<file path="config.mk">
export PLATFORM = sky130hd
export DESIGN_NAME = clock_watchdog_reset_unit
export DESIGN_NICKNAME = d
export VERILOG_FILES = /design/src/hdl/clock_watchdog_pkg.sv /design/src/hdl/clock_watchdog_reset_unit.sv /design/src/hdl/reset_control.sv
export SDC_FILE = /design/constraint.sdc
export NUM_CORES = 1
export LEC_CHECK = 0
export BUFFER_PORTS_ARGS = -buffer_cell sky130_fd_sc_hd__buf_2
export CORE_MARGIN = 2
export CORE_UTILIZATION = 51
export CTS_BUF_LIST = sky130_fd_sc_hd__clkbuf_4
export CTS_CLUSTER_SIZE = 25
export DETAILED_ROUTE_END_ITERATION = 16
export PLACE_DENSITY = 0.73
export SETUP_SLACK_MARGIN = 0.1
export SLEW_MARGIN = 20
export SYNTH_ARGS = -nofsm -noshare
export SYNTH_HDL_FRONTEND = slang
export SYNTH_SLANG_ARGS = --single-unit
</file>
<file path="constraint.sdc">
create_clock -name sys_clk -period 16.6 [get_ports sys_clk]
set_input_delay 0.83 -clock sys_clk [delete_from_list [all_inputs] [get_ports sys_clk]]
set_output_delay 0.83 -clock sys_clk [all_outputs]
set_load 0.03 [all_outputs]
</file>
<file path="src/hdl/clock_watchdog_pkg.sv">
// Constants, types and carriers shared by the clock, watchdog and reset unit
// ****************************************************************************
// ****************************************************************************
package clock_watchdog_pkg;

  localparam int NUM_SRC = 4;

  typedef logic [1:0] src_sel_t;

  localparam src_sel_t SRC_MAIN     = 2'h0;
  localparam src_sel_t SRC_LOWPOWER = 2'h1;
  localparam src_sel_t SRC_CRYSTAL  = 2'h2;
  localparam src_sel_t SRC_EXTERNAL = 2'h3;

  localparam logic LF_SEL_LOWPOWER = 1'b0;
  localparam logic LF_SEL_CRYSTAL  = 1'b1;

  localparam int FREQ_W = 6;
  localparam int TRIM_W = 8;
  localparam int WDT_W  = 16;
  localparam int CAL_W  = 16;

  localparam logic [FREQ_W-1:0] FREQ_RESET_MHZ = 6'h18;
  localparam logic [FREQ_W-1:0] FREQ_MIN_MHZ   = 6'h03;
  localparam logic [FREQ_W-1:0] FREQ_MAX_MHZ   = 6'h30;
  localparam logic [TRIM_W-1:0] TRIM_RESET     = 8'h00;

  localparam int ANALOG_DIV = 0;

  typedef enum logic [1:0] {SW_RUN, SW_DRAIN_OLD, SW_ARM_NEW} switch_state_t;
  typedef enum logic       {CAL_IDLE, CAL_RUN} cal_state_t;

  typedef struct packed {
    logic              enable;
    logic              reset_mode;
    logic [WDT_W-1:0]  timeout;
  } wdt_cfg_t;

  typedef struct packed {
    logic              wr;
    logic [FREQ_W-1:0] freq_mhz;
    logic [TRIM_W-1:0] trim;
  } trim_req_t;

  typedef struct packed {
    logic              start;
    logic [CAL_W-1:0]  window;
  } cal_req_t;

  typedef struct packed {
    logic external;
    logic software;
    logic watchdog;
  } cause_t;

endpackage

</file>
<file path="src/hdl/clock_watchdog_reset_unit.sv">
// Clock source switch, peripheral dividers, watchdog, calibration and trim
`timescale 1ns/1ps
module clock_watchdog_reset_unit
  import clock_watchdog_pkg::*;
#(
  parameter int NUM_DIV   = 16,
  parameter int NUM_FIXED = 12,
  parameter int NUM_PLB   = 4,
  parameter int DIV_W     = 16
)
(
  input  wire logic                            sys_clk,
  input  wire logic                            rst_b,
  input  wire logic                            ce,
  input  wire logic                            main_osc_in,
  input  wire logic                            lowpower_osc_in,
  input  wire logic                            crystal_osc_in,
  input  wire logic                            ext_clk_in,
  input  wire logic                            external_reset_pin_b,
  input  wire clock_watchdog_pkg::src_sel_t    clk_sel,
  input  wire logic                            lf_sel,
  input  wire logic                            deep_sleep,
  input  wire logic                            crystal_enable,
  input  wire clock_watchdog_pkg::trim_req_t   trim_req,
  input  wire logic [TRIM_W-1:0]               nvm_trim,
  input  wire logic                            nvm_trim_valid,
  input  wire logic [NUM_DIV-1:0][DIV_W-1:0]   div_ratio,
  input  wire clock_watchdog_pkg::wdt_cfg_t    wdt_cfg,
  input  wire logic                            wdt_service,
  input  wire logic                            wdt_irq_clr,
  input  wire clock_watchdog_pkg::cal_req_t    cal_req,
  input  wire logic                            sw_reset_req,
  input  wire clock_watchdog_pkg::cause_t      cause_clr,
  output logic                                 root_fast_clock,
  output logic                                 switch_busy,
  output logic [NUM_FIXED-1:0]                 fixed_clk_en,
  output logic [NUM_PLB-1:0]                   plb_clk_en,
  output logic                                 main_osc_en,
  output logic                                 crystal_osc_en,
  output logic                                 lowpower_osc_en,
  output logic [FREQ_W-1:0]                    main_osc_freq_mhz,
  output logic [TRIM_W-1:0]                    main_osc_trim,
  output logic                                 wdt_irq,
  output logic [CAL_W-1:0]                     cal_count,
  output logic                                 cal_done,
  output logic                                 core_rst_b,
  output clock_watchdog_pkg::cause_t           reset_cause
);
  import clock_watchdog_pkg::*;

  // ****************************************************************
  // Elaboration checks
  // ****************************************************************
  if (NUM_FIXED + NUM_PLB != NUM_DIV)
  begin : g_bad_split
    $error("Divider groups must add up to the divider count");
  end
  if (NUM_FIXED < 2 || NUM_PLB < 1 || DIV_W < 1)
  begin : g_bad_size
    $error("Divider configuration too small");
  end

  // ****************************************************************
  // State
  // ****************************************************************
  typedef struct packed {
    logic [NUM_SRC-1:0]              sync1;
    logic [NUM_SRC-1:0]              sync2;
    logic [NUM_SRC-1:0]              prev;
    src_sel_t                        cur_sel;
    src_sel_t                        new_sel;
    switch_state_t                   sw_state;
    logic                            gate;
    logic                            root;
    logic                            root_prev;
    logic [NUM_DIV-1:0][DIV_W-1:0]   div_cnt;
    logic [NUM_DIV-1:0]              div_pulse;
    logic [NUM_DIV-1:0]              div_dly;
    logic [WDT_W-1:0]                wdt_cnt;
    logic                            wdt_irq;
    logic                            wdt_rst;
    cal_state_t                      cal_state;
    logic [CAL_W-1:0]                cal_win;
    logic [CAL_W-1:0]                cal_acc;
    logic [CAL_W-1:0]                cal_result;
    logic                            cal_done;
    logic [FREQ_W-1:0]               freq;
    logic [TRIM_W-1:0]               trim;
    logic                            main_en;
    logic                            crystal_en;
  } state_t;

  state_t             s_q;
  state_t             s_d;
  logic [NUM_SRC-1:0] raw_src;
  logic [NUM_SRC-1:0] src_rise;
  logic               root_tick;
  logic               lf_tick;
  logic               wdt_expire;

  // ****************************************************************
  // Helpers
  // ****************************************************************
  function automatic logic rising(input logic now_lvl, input logic old_lvl);
    rising = now_lvl & ~old_lvl;
  endfunction

  function automatic logic [FREQ_W-1:0] clamp_freq(input logic [FREQ_W-1:0] f);
    if (f < FREQ_MIN_MHZ)
    begin
      clamp_freq = FREQ_MIN_MHZ;
    end
    else if (f > FREQ_MAX_MHZ)
    begin
      clamp_freq = FREQ_MAX_MHZ;
    end
    else
    begin
      clamp_freq = f;
    end
  endfunction

  // ****************************************************************
  // Source edges
  // ****************************************************************
  always_comb
  begin
    raw_src               = '0;
    raw_src[SRC_MAIN]     = main_osc_in;
    raw_src[SRC_LOWPOWER] = lowpower_osc_in;
    raw_src[SRC_CRYSTAL]  = crystal_osc_in;
    raw_src[SRC_EXTERNAL] = ext_clk_in;
    for (int i = 0; i < NUM_SRC; i++)
    begin
      src_rise[i] = rising(s_q.sync2[i], s_q.prev[i]);
    end
  end

  assign root_tick  = rising(s_q.root, s_q.root_prev);
  assign lf_tick    = (lf_sel == LF_SEL_CRYSTAL) ? src_rise[SRC_CRYSTAL]
                                                 : src_rise[SRC_LOWPOWER];
  assign wdt_expire = wdt_cfg.enable && !wdt_service && lf_tick
                      && (s_q.wdt_cnt >= wdt_cfg.timeout);

  // ****************************************************************
  // Next state
  // ****************************************************************
  always_comb
  begin
    s_d       = s_q;
    s_d.sync1 = raw_src;
    s_d.sync2 = s_q.sync1;
    s_d.prev  = s_q.sync2;

    // Source changeover
    case (s_q.sw_state)
      SW_RUN:
      begin
        if (clk_sel != s_q.cur_sel)
        begin
          s_d.new_sel  = clk_sel;
          s_d.sw_state = SW_DRAIN_OLD;
        end
      end
      SW_DRAIN_OLD:
      begin
        if (!s_q.sync2[s_q.cur_sel])
        begin
          s_d.gate     = 1'b0;
          s_d.sw_state = SW_ARM_NEW;
        end
      end
      SW_ARM_NEW:
      begin
        if (!s_q.sync2[s_q.new_sel])
        begin
          s_d.cur_sel  = s_q.new_sel;
          s_d.gate     = 1'b1;
          s_d.sw_state = SW_RUN;
        end
      end
      default:
      begin
        s_d.sw_state = SW_RUN;
      end
    endcase
    s_d.root      = s_d.gate & s_q.sync2[s_d.cur_sel];
    s_d.root_prev = s_q.root;

    // Peripheral dividers
    for (int i = 0; i < NUM_DIV; i++)
    begin
      s_d.div_pulse[i] = 1'b0;
      if (root_tick)
      begin
        if (s_q.div_cnt[i] >= div_ratio[i])
        begin
          s_d.div_cnt[i]   = '0;
          s_d.div_pulse[i] = 1'b1;
        end
        else
        begin
          s_d.div_cnt[i] = s_q.div_cnt[i] + DIV_W'(1);
        end
      end
    end
    s_d.div_dly = s_q.div_pulse;

    // Watchdog
    s_d.wdt_rst = 1'b0;
    if (wdt_irq_clr)
    begin
      s_d.wdt_irq = 1'b0;
    end
    if (!wdt_cfg.enable || wdt_service)
    begin
      s_d.wdt_cnt = '0;
    end
    else if (lf_tick)
    begin
      if (wdt_expire)
      begin
        s_d.wdt_cnt = '0;
        if (wdt_cfg.reset_mode)
        begin
          s_d.wdt_rst = 1'b1;
        end
        else
        begin
          s_d.wdt_irq = 1'b1;
        end
      end
      else
      begin
        s_d.wdt_cnt = s_q.wdt_cnt + WDT_W'(1);
      end
    end

    // Low-frequency clock calibration (low-power or crystal, per lf_sel)
    case (s_q.cal_state)
      CAL_IDLE:
      begin
        if (cal_req.start)
        begin
          s_d.cal_win   = '0;
          s_d.cal_acc   = '0;
          s_d.cal_done  = 1'b0;
          s_d.cal_state = CAL_RUN;
        end
      end
      CAL_RUN:
      begin
        if (src_rise[SRC_MAIN])
        begin
          s_d.cal_acc = s_q.cal_acc + CAL_W'(1);
        end
        if (lf_tick)
        begin
          s_d.cal_win = s_q.cal_win + CAL_W'(1);
          if (s_d.cal_win >= cal_req.window)
          begin
            s_d.cal_result = s_d.cal_acc;
            s_d.cal_done   = 1'b1;
            s_d.cal_state  = CAL_IDLE;
          end
        end
      end
      default:
      begin
        s_d.cal_state = CAL_IDLE;
      end
    endcase

    // Main oscillator setting and trim
    if (trim_req.wr)
    begin
      s_d.freq = clamp_freq(trim_req.freq_mhz);
      s_d.trim = trim_req.trim;
    end
    else if (nvm_trim_valid)
    begin
      s_d.trim = nvm_trim;
    end

    // Oscillator enables
    s_d.main_en    = ~deep_sleep;
    s_d.crystal_en = crystal_enable;
  end

  // ****************************************************************
  // State register
  // ****************************************************************
  always_ff @(posedge sys_clk or negedge core_rst_b)
  begin
    if (!core_rst_b)
    begin
      s_q         <= '0;
      s_q.gate    <= 1'b1;
      s_q.cur_sel <= SRC_MAIN;
      s_q.new_sel <= SRC_MAIN;
      s_q.freq    <= FREQ_RESET_MHZ;
      s_q.trim    <= TRIM_RESET;
      s_q.main_en <= 1'b1;
    end
    else if (ce)
    begin
      s_q <= s_d;
    end
  end

  // ****************************************************************
  // Reset sequencing
  // ****************************************************************
  reset_control u_reset_control (
    .sys_clk              (sys_clk),
    .rst_b                (rst_b),
    .ce                   (ce),
    .external_reset_pin_b (external_reset_pin_b),
    .sw_reset_req         (sw_reset_req),
    .wdt_reset_req        (s_q.wdt_rst),
    .cause_clr            (cause_clr),
    .core_rst_b           (core_rst_b),
    .reset_cause          (reset_cause)
  );

  // ****************************************************************
  // Outputs
  // ****************************************************************
  assign root_fast_clock   = s_q.root;
  assign switch_busy       = (s_q.sw_state != SW_RUN);
  assign fixed_clk_en      = {s_q.div_dly[NUM_FIXED-1:ANALOG_DIV+1],
                              s_q.div_pulse[ANALOG_DIV]};
  assign plb_clk_en        = s_q.div_dly[NUM_DIV-1:NUM_FIXED];
  assign main_osc_en       = s_q.main_en;
  assign crystal_osc_en    = s_q.crystal_en;
  assign lowpower_osc_en   = 1'b1;
  assign main_osc_freq_mhz = s_q.freq;
  assign main_osc_trim     = s_q.trim;
  assign wdt_irq           = s_q.wdt_irq;
  assign cal_count         = s_q.cal_result;
  assign cal_done          = s_q.cal_done;

endmodule // clock_watchdog_reset_unit

</file>
<file path="src/hdl/reset_control.sv">
// Reset sequencing and sticky reset cause record
`timescale 1ns/1ps
module reset_control
  import clock_watchdog_pkg::*;
(
  input  wire logic                      sys_clk,
  input  wire logic                      rst_b,
  input  wire logic                      ce,
  input  wire logic                      external_reset_pin_b,
  input  wire logic                      sw_reset_req,
  input  wire logic                      wdt_reset_req,
  input  wire clock_watchdog_pkg::cause_t cause_clr,
  output logic                           core_rst_b,
  output clock_watchdog_pkg::cause_t     reset_cause
);
  import clock_watchdog_pkg::*;

  typedef struct packed {
    logic   pin_s1;
    logic   pin_s2;
    logic   req;
    cause_t cause;
  } rc_state_t;

  rc_state_t  r_q;
  rc_state_t  r_d;
  logic [1:0] rel_q;
  logic       chain_rst_b;

  // ****************************************************************
  // Request and cause logic
  // ****************************************************************
  always_comb
  begin
    r_d        = r_q;
    r_d.pin_s1 = ~external_reset_pin_b;
    r_d.pin_s2 = r_q.pin_s1;
    if (sw_reset_req || wdt_reset_req)
    begin
      r_d.req = 1'b1;
    end
    else if (!core_rst_b)
    begin
      r_d.req = 1'b0;
    end
    // Set wins over clear
    if (cause_clr.external) r_d.cause.external = 1'b0;
    if (cause_clr.software) r_d.cause.software = 1'b0;
    if (cause_clr.watchdog) r_d.cause.watchdog = 1'b0;
    if (r_q.pin_s2) r_d.cause.external = 1'b1;
    if (sw_reset_req) r_d.cause.software = 1'b1;
    if (wdt_reset_req) r_d.cause.watchdog = 1'b1;
  end

  // Only power-on reset or cause_clr clears the record
  always_ff @(posedge sys_clk or negedge rst_b)
  begin
    if (!rst_b)
    begin
      r_q <= '0;
    end
    else if (ce)
    begin
      r_q <= r_d;
    end
  end

  // ****************************************************************
  // Async assert, sync release
  // ****************************************************************
  assign chain_rst_b = rst_b & external_reset_pin_b & ~r_q.req;

  always_ff @(posedge sys_clk or negedge chain_rst_b)
  begin
    if (!chain_rst_b)
    begin
      rel_q <= 2'h0;
    end
    else if (ce)
    begin
      rel_q <= {rel_q[0], 1'b1};
    end
  end

  assign core_rst_b  = rel_q[1];
  assign reset_cause = r_q.cause;

endmodule // reset_control

</file>
After elaboration in Yosys (flattened, before gate mapping)
Cells that the tools add are included.
{ "op_classes": {"bitwise": 15, "addsub": 19, "muxes": 91, "n_reduce_logical": 28, "n_eq_ne": 10, "n_lt_le_gt_ge": 23} }
{ "op_table": {"columns": ["op", "n"], "rows": [
  ["$add 16x1->16 const B", 19],
  ["$mux 16", 19],
  ["$ge 16x16->1", 18],
  ["$pmux 33 s2", 1],
  ["$mux 1", 51],
  ["$mux 33", 1],
  ["$mux 18", 1],
  ["$reduce_and 2->1", 9],
  ["$mux 17", 1],
  ["$mux 8", 2],
  ["$mux 6", 2],
  ["$reduce_and 4->1", 3],
  ["$reduce_bool 2->1", 6],
  ["$mux 2", 5],
  ["$ne 2x2->1 const B", 5],
  ["$lt 2x3->1 const B", 3],
  ["$not 1->1", 8],
  ["$and 1x1->1", 7],
  ["$bmux 1 s2", 3],
  ["$gt 6x6->1 const B", 1],
  ["$lt 6x2->1 const B", 1],
  ["$mux 3", 2],
  ["$pmux 2 s3", 1],
  ["$reduce_and 3->1", 2],
  ["9 further kinds", 15]
]} }
{ "totals": {"out_inout_bits": 57, "wordCells": 232, "regBits": 400} }

Longest topological paths before layout
{ "depth": {"depth_word": 8, "depth_mapped": 13, "mapped_depth_nobuf": 12} }

Cells and area by module
From an unflattened synthesis, not the netlist that was laid out.
{ "hier_totals": {"hier_cells": 2891, "hier_area_um2": 26326.5} }
{ "modules_own_cells": {"columns": ["mod", "area_per_inst_um2", "seq_area_each_um2", "cells_each", "instances"], "rows": [
  ["clock_watchdog_reset_unit", 25982.4, 9789.4, 2863, 1],
  ["reset_control", 344.1, 200.2, 28, 1]
]} }

Worst setup path before layout
Ideal clock, no wire load.
{ "synth_timing": {"kind": "reg2reg", "startpoint": "register u_reset_control.rel_q[1] (netlist name)", "endpoint": "register u_reset_control.rel_q[1]", "setup_ns": 0.132, "path_slack_ns": 6.454, "path_stages_with_launch": 2, "path_buffers": 0, "t_arrival_ns": 10.014, "required_ns": 16.468, "cell_sequence": "dfrtp_1 > mux2_2"} }
{ "synth_rtl": {"columns": ["element", "line", "text"], "rows": [
  ["end signal, assigned", "reset_control.sv:81", "rel_q <= {rel_q[0], 1'b1};"],
  ["end, declared", "reset_control.sv:27", "logic [1:0] rel_q;"]
]} }

Worst setup path after layout
{ "layout_timing": {"startpoint": "register s_q[49] in the netlist's numbering", "endpoint": "register s_q (netlist bit cal_count[2])"} }
{ "layout_between": {"elab_chain_cells": 3} }
{ "layout_lines": {"columns": ["element", "line", "text"], "rows": [
  ["start, declared", "clock_watchdog_reset_unit.sv:93", "state_t s_q;"],
  ["$add 16x1->16", "clock_watchdog_reset_unit.sv:259", "s_d.cal_win = s_q.cal_win + CAL_W'(1);"],
  ["$ge 16x16->1", "clock_watchdog_reset_unit.sv:260", "if (s_d.cal_win >= cal_req.window)"],
  ["$reduce_and 4->1 (no source line)", null, null]
]} }
Every way passes these cells.
A chain may end at the register's enable or synchronous reset.

==> results.yml <==
run_status:
  status: "complete, no violations"
sta:
  max_freq_mhz: 269
  rsz0062_at_grt: "no"
  slew_headroom_pct: 28.8
  final-hold-violation-count: 0
  setup_viol: 0
  tns_ns: 0
  fin_crit_ns: 3.72
  finalCritPeriodShare_pct: 22.4
  drv_slew: 0
  clock_skew_ns: 0.0429
  worstMarginPinSlew_ns: 1.07
setup_path:
  worstSetupStartpointType: "flip-flop"
  path_max_fanout: 8
  r2r_setup_slack_ns: 12.88
  crit_type: "reg -> reg"
  arrival_ns: 4.43
  reg2reg_to: "cal_count[2]"
  r2r-start: "s_q[49]"
  rr_worst_depth: 11
  setup.worst_path.end_class: "flip-flop"
  required_ns: 17.31
synthesis:
  synth_seq_cells: 399
  synth-compound-area-share_pct: 12.6
  synthArstFlopShare_pct: 100
  synthCells: 2901
  synth_top_cell_by_area: "dfrtp_1"
  synth_area_per_cell_um2: 9.05
  ys_types: 76
  syn_nets: 3546
  synth_top_area_share_pct: 37.7
  synthAdderAreaFrac_pct: 14.8
  yosys.area_share.simple_pct: 17.9
  synth_top_family_by_area: "simple AND/OR/NAND/NOR gates"
  synthTopCellsByArea: "dfrtp_1 (38%), ha_1 (15%), inv_1 (4.7%), xor2_1 (4.5%), nor2_1 (4.0%)"
  synthXorXnorAreaFrac_pct: 7.27
  ys.flop_type: "dfrtp_1"
  synth_edf_count: 0
  synthMuxAreaShare_pct: 1.95
  yosysSeqAreaShare_pct: 38.1
  synth.cell_area_mm2: 0.0262
  ys.warnings.count: 0
layout:
  layout_common_cells: "dfrtp_1 (394), buf_2 (389), inv_1 (327), ha_1 (311), nor2_1 (277)"
  n_fill_cell: 4521
  drive_above_1_share_pct: 18.8
  layout_commonest_cell: "dfrtp_1"
  areaGrowthSynthToFinish_pct: 13.4
  finalCoreUtilization_pct: 58.2
  fin_nets: 3932
power:
  irDropWorstVdd_v: 0.0000389
  p_leak_nw: 16.2
  power_density_mw_per_mm2: 80.9
global_routing:
  met3_usage_pct: 5.27
  met1_usage_pct: 30.1
  grt_pass1_vias: 22400
  grt_pass1_wl_um: 105000
  grt-busiest-layer: "met2"
  grtUsageMet2_pct: 39.2
  grt_max_degree: 180
  grtUsageTotal_pct: 23.8
  antenna_found_initial: 10
  grt_remaining_overflow: 0
detailed_routing:
  wl_um: 63500
  vias: 22000
  drt_iter0_markers: 1294
  dr.pass1.iters: 5
  postRouteAntennaNets: 0
  wl_per_cell_um: 15.7
  routed_via_density: 5.42
  drc: 0
flow_run:
  maxCapViolCount: 0
floorplan:
  rows: 83
  fp.dieW_um: 231
  io_pins: 391
  core_area_mm2: 0.0511
  dieArea_mm2: 0.0533
  die_h_um: 231
  start_util_pct: 51.4
hold_path:
  hold_class: "reg -> async"
clock_network:
  clockBufferDepth: 3
  htree_num_levels: 3
  post-cts-setup-buffers: 0
  cts.sinks: 399
  clk_pin_slew_ns: 0.06
  clk_latency_ns: 0.84
  cts_buffers: 105
  cts_tree: "done"
  cts_root_buffer: "clkbuf_4"
place:
  place.gp.congestion: 0.885
  hpwl_um: 47600
  port_buffers: 389
-- area by class of cell --
class / count / area [um2] / area share (%)
Sequential cell: 399 / 9990 / 33.6
Clock buffer: 156 / 1170 / 3.94
Tap cell: 680 / 851 / 2.86
Antenna cell: 8 / 20.0 / 0.0673
Clock inverter: 28 / 116 / 0.391
Multi-Input combinational cell: 2054 / 14300 / 48.1
Inverter: 328 / 1230 / 4.14
Timing Repair Buffer: 399 / 2050 / 6.90
-- state kept, by name, indices dropped and copies added, names as in the netlist --
name and count:
cal_count 16, main_osc_en 1, cal_done 1, s_q 317, plb_clk_en 4, crystal_osc_en 1, u_reset_control.r_q 2, main_osc_trim 8
main_osc_freq_mhz 6, u_reset_control.reset_cause 3, u_reset_control.r_d 1, root_fast_clock 1, u_reset_control.rel_q 2, fixed_clk_en 12, wdt_irq 1, s_d 23
-- critical path: stages (launching register included) --
cell	delay (ns)
dfrtp_1	0.42
nand4_1	0.19
nor4_1	0.75
and3_1	0.31
xor2_1	0.17
ha_1	0.25
a21o_1	0.18
a21o_1	0.17
a221o_1	0.28
a31o_2	0.27
and2_1	0.28
mux2_4	0.33
-- stage by stage --
step	std cells	worst slack, ns	hold slack, ns	power [W]	area, um2
final	4052	12.88	0.178	0.00241	29800
after global routing	4051	12.63	0.0999	0.00257	29700
after CTS	4044	12.92	0.0883	0.00244	29700
after detailed placement	3858	12.94	0.187	0.00158	28400
after global placement	3858	13.00	0.177	0.00156	28400
after floorplan	2901	4.56	0.158	0.00144	26200
-- metal layers --
metal	part of all wire, %	vias up
met2	46	570
li1	-	10800
met3	5.5	160
met1	44	10400
met4	3.6	8
met5	0.085	-
-- power by group --
part,internal [W],leakage (nW),switching [W]
registers,0.00105,5.29,0.0000898
clock network,0.000427,0.774,0.000410
logic,0.000200,10.1,0.000228
-- kinds of logic after synthesis --
kind of cell | count (synthesis)
compound gates | 508
flops | 399
xor+xnor | 218
simple gates | 973
buf+inv | 448
mux | 43
other cells | 1
fa+ha+maj | 311
-- cells in the mapped netlist, types with 12 or more instances --
cell type,number
a21boi_0,16
clkbuf_1,37
and2_1,26
o21ai_0,117
and4_1,14
a21oi_1,112
a31oi_1,21
o21a_1,18
nand3_1,121
nor3_1,26
buf_2,20
dfrtp_1,395
a22o_1,21
nand2b_1,20
nand2_1,258
xnor2_1,82
xor2_1,136
and3_1,66
o22ai_1,18
inv_1,328
buf_4,53
nor2_1,277
o211ai_1,12
nand3b_1,13
a211oi_1,24
a21o_1,58
ha_1,311
or3_1,26
o2bb2ai_1,15
mux2_2,36
nand4_1,79
-- repair_timing --
item | 4_1_cts | 5_1_grt
hold buffers | 2 | 0
hold endpoints to repair | 8 | 0
gates resized for setup | 0 | 0
-- how the worst max path moves through the flow --
stage	start	end	slack (ns)
6_report	s_q[49]	cal_count[2]	12.88
5_1_grt	s_q[49]	cal_count[2]	12.63
4_1_cts	s_q[49]	cal_count[2]	12.92
3_5_place_dp	s_q[49]	cal_count[2]	12.94
3_3_place_gp	s_q[49]	cal_count[6]	13.00
2_1_floorplan	u_reset_control.rel_q[1]	cal_count[0]	4.56
(Power assumes the default switching activity.)
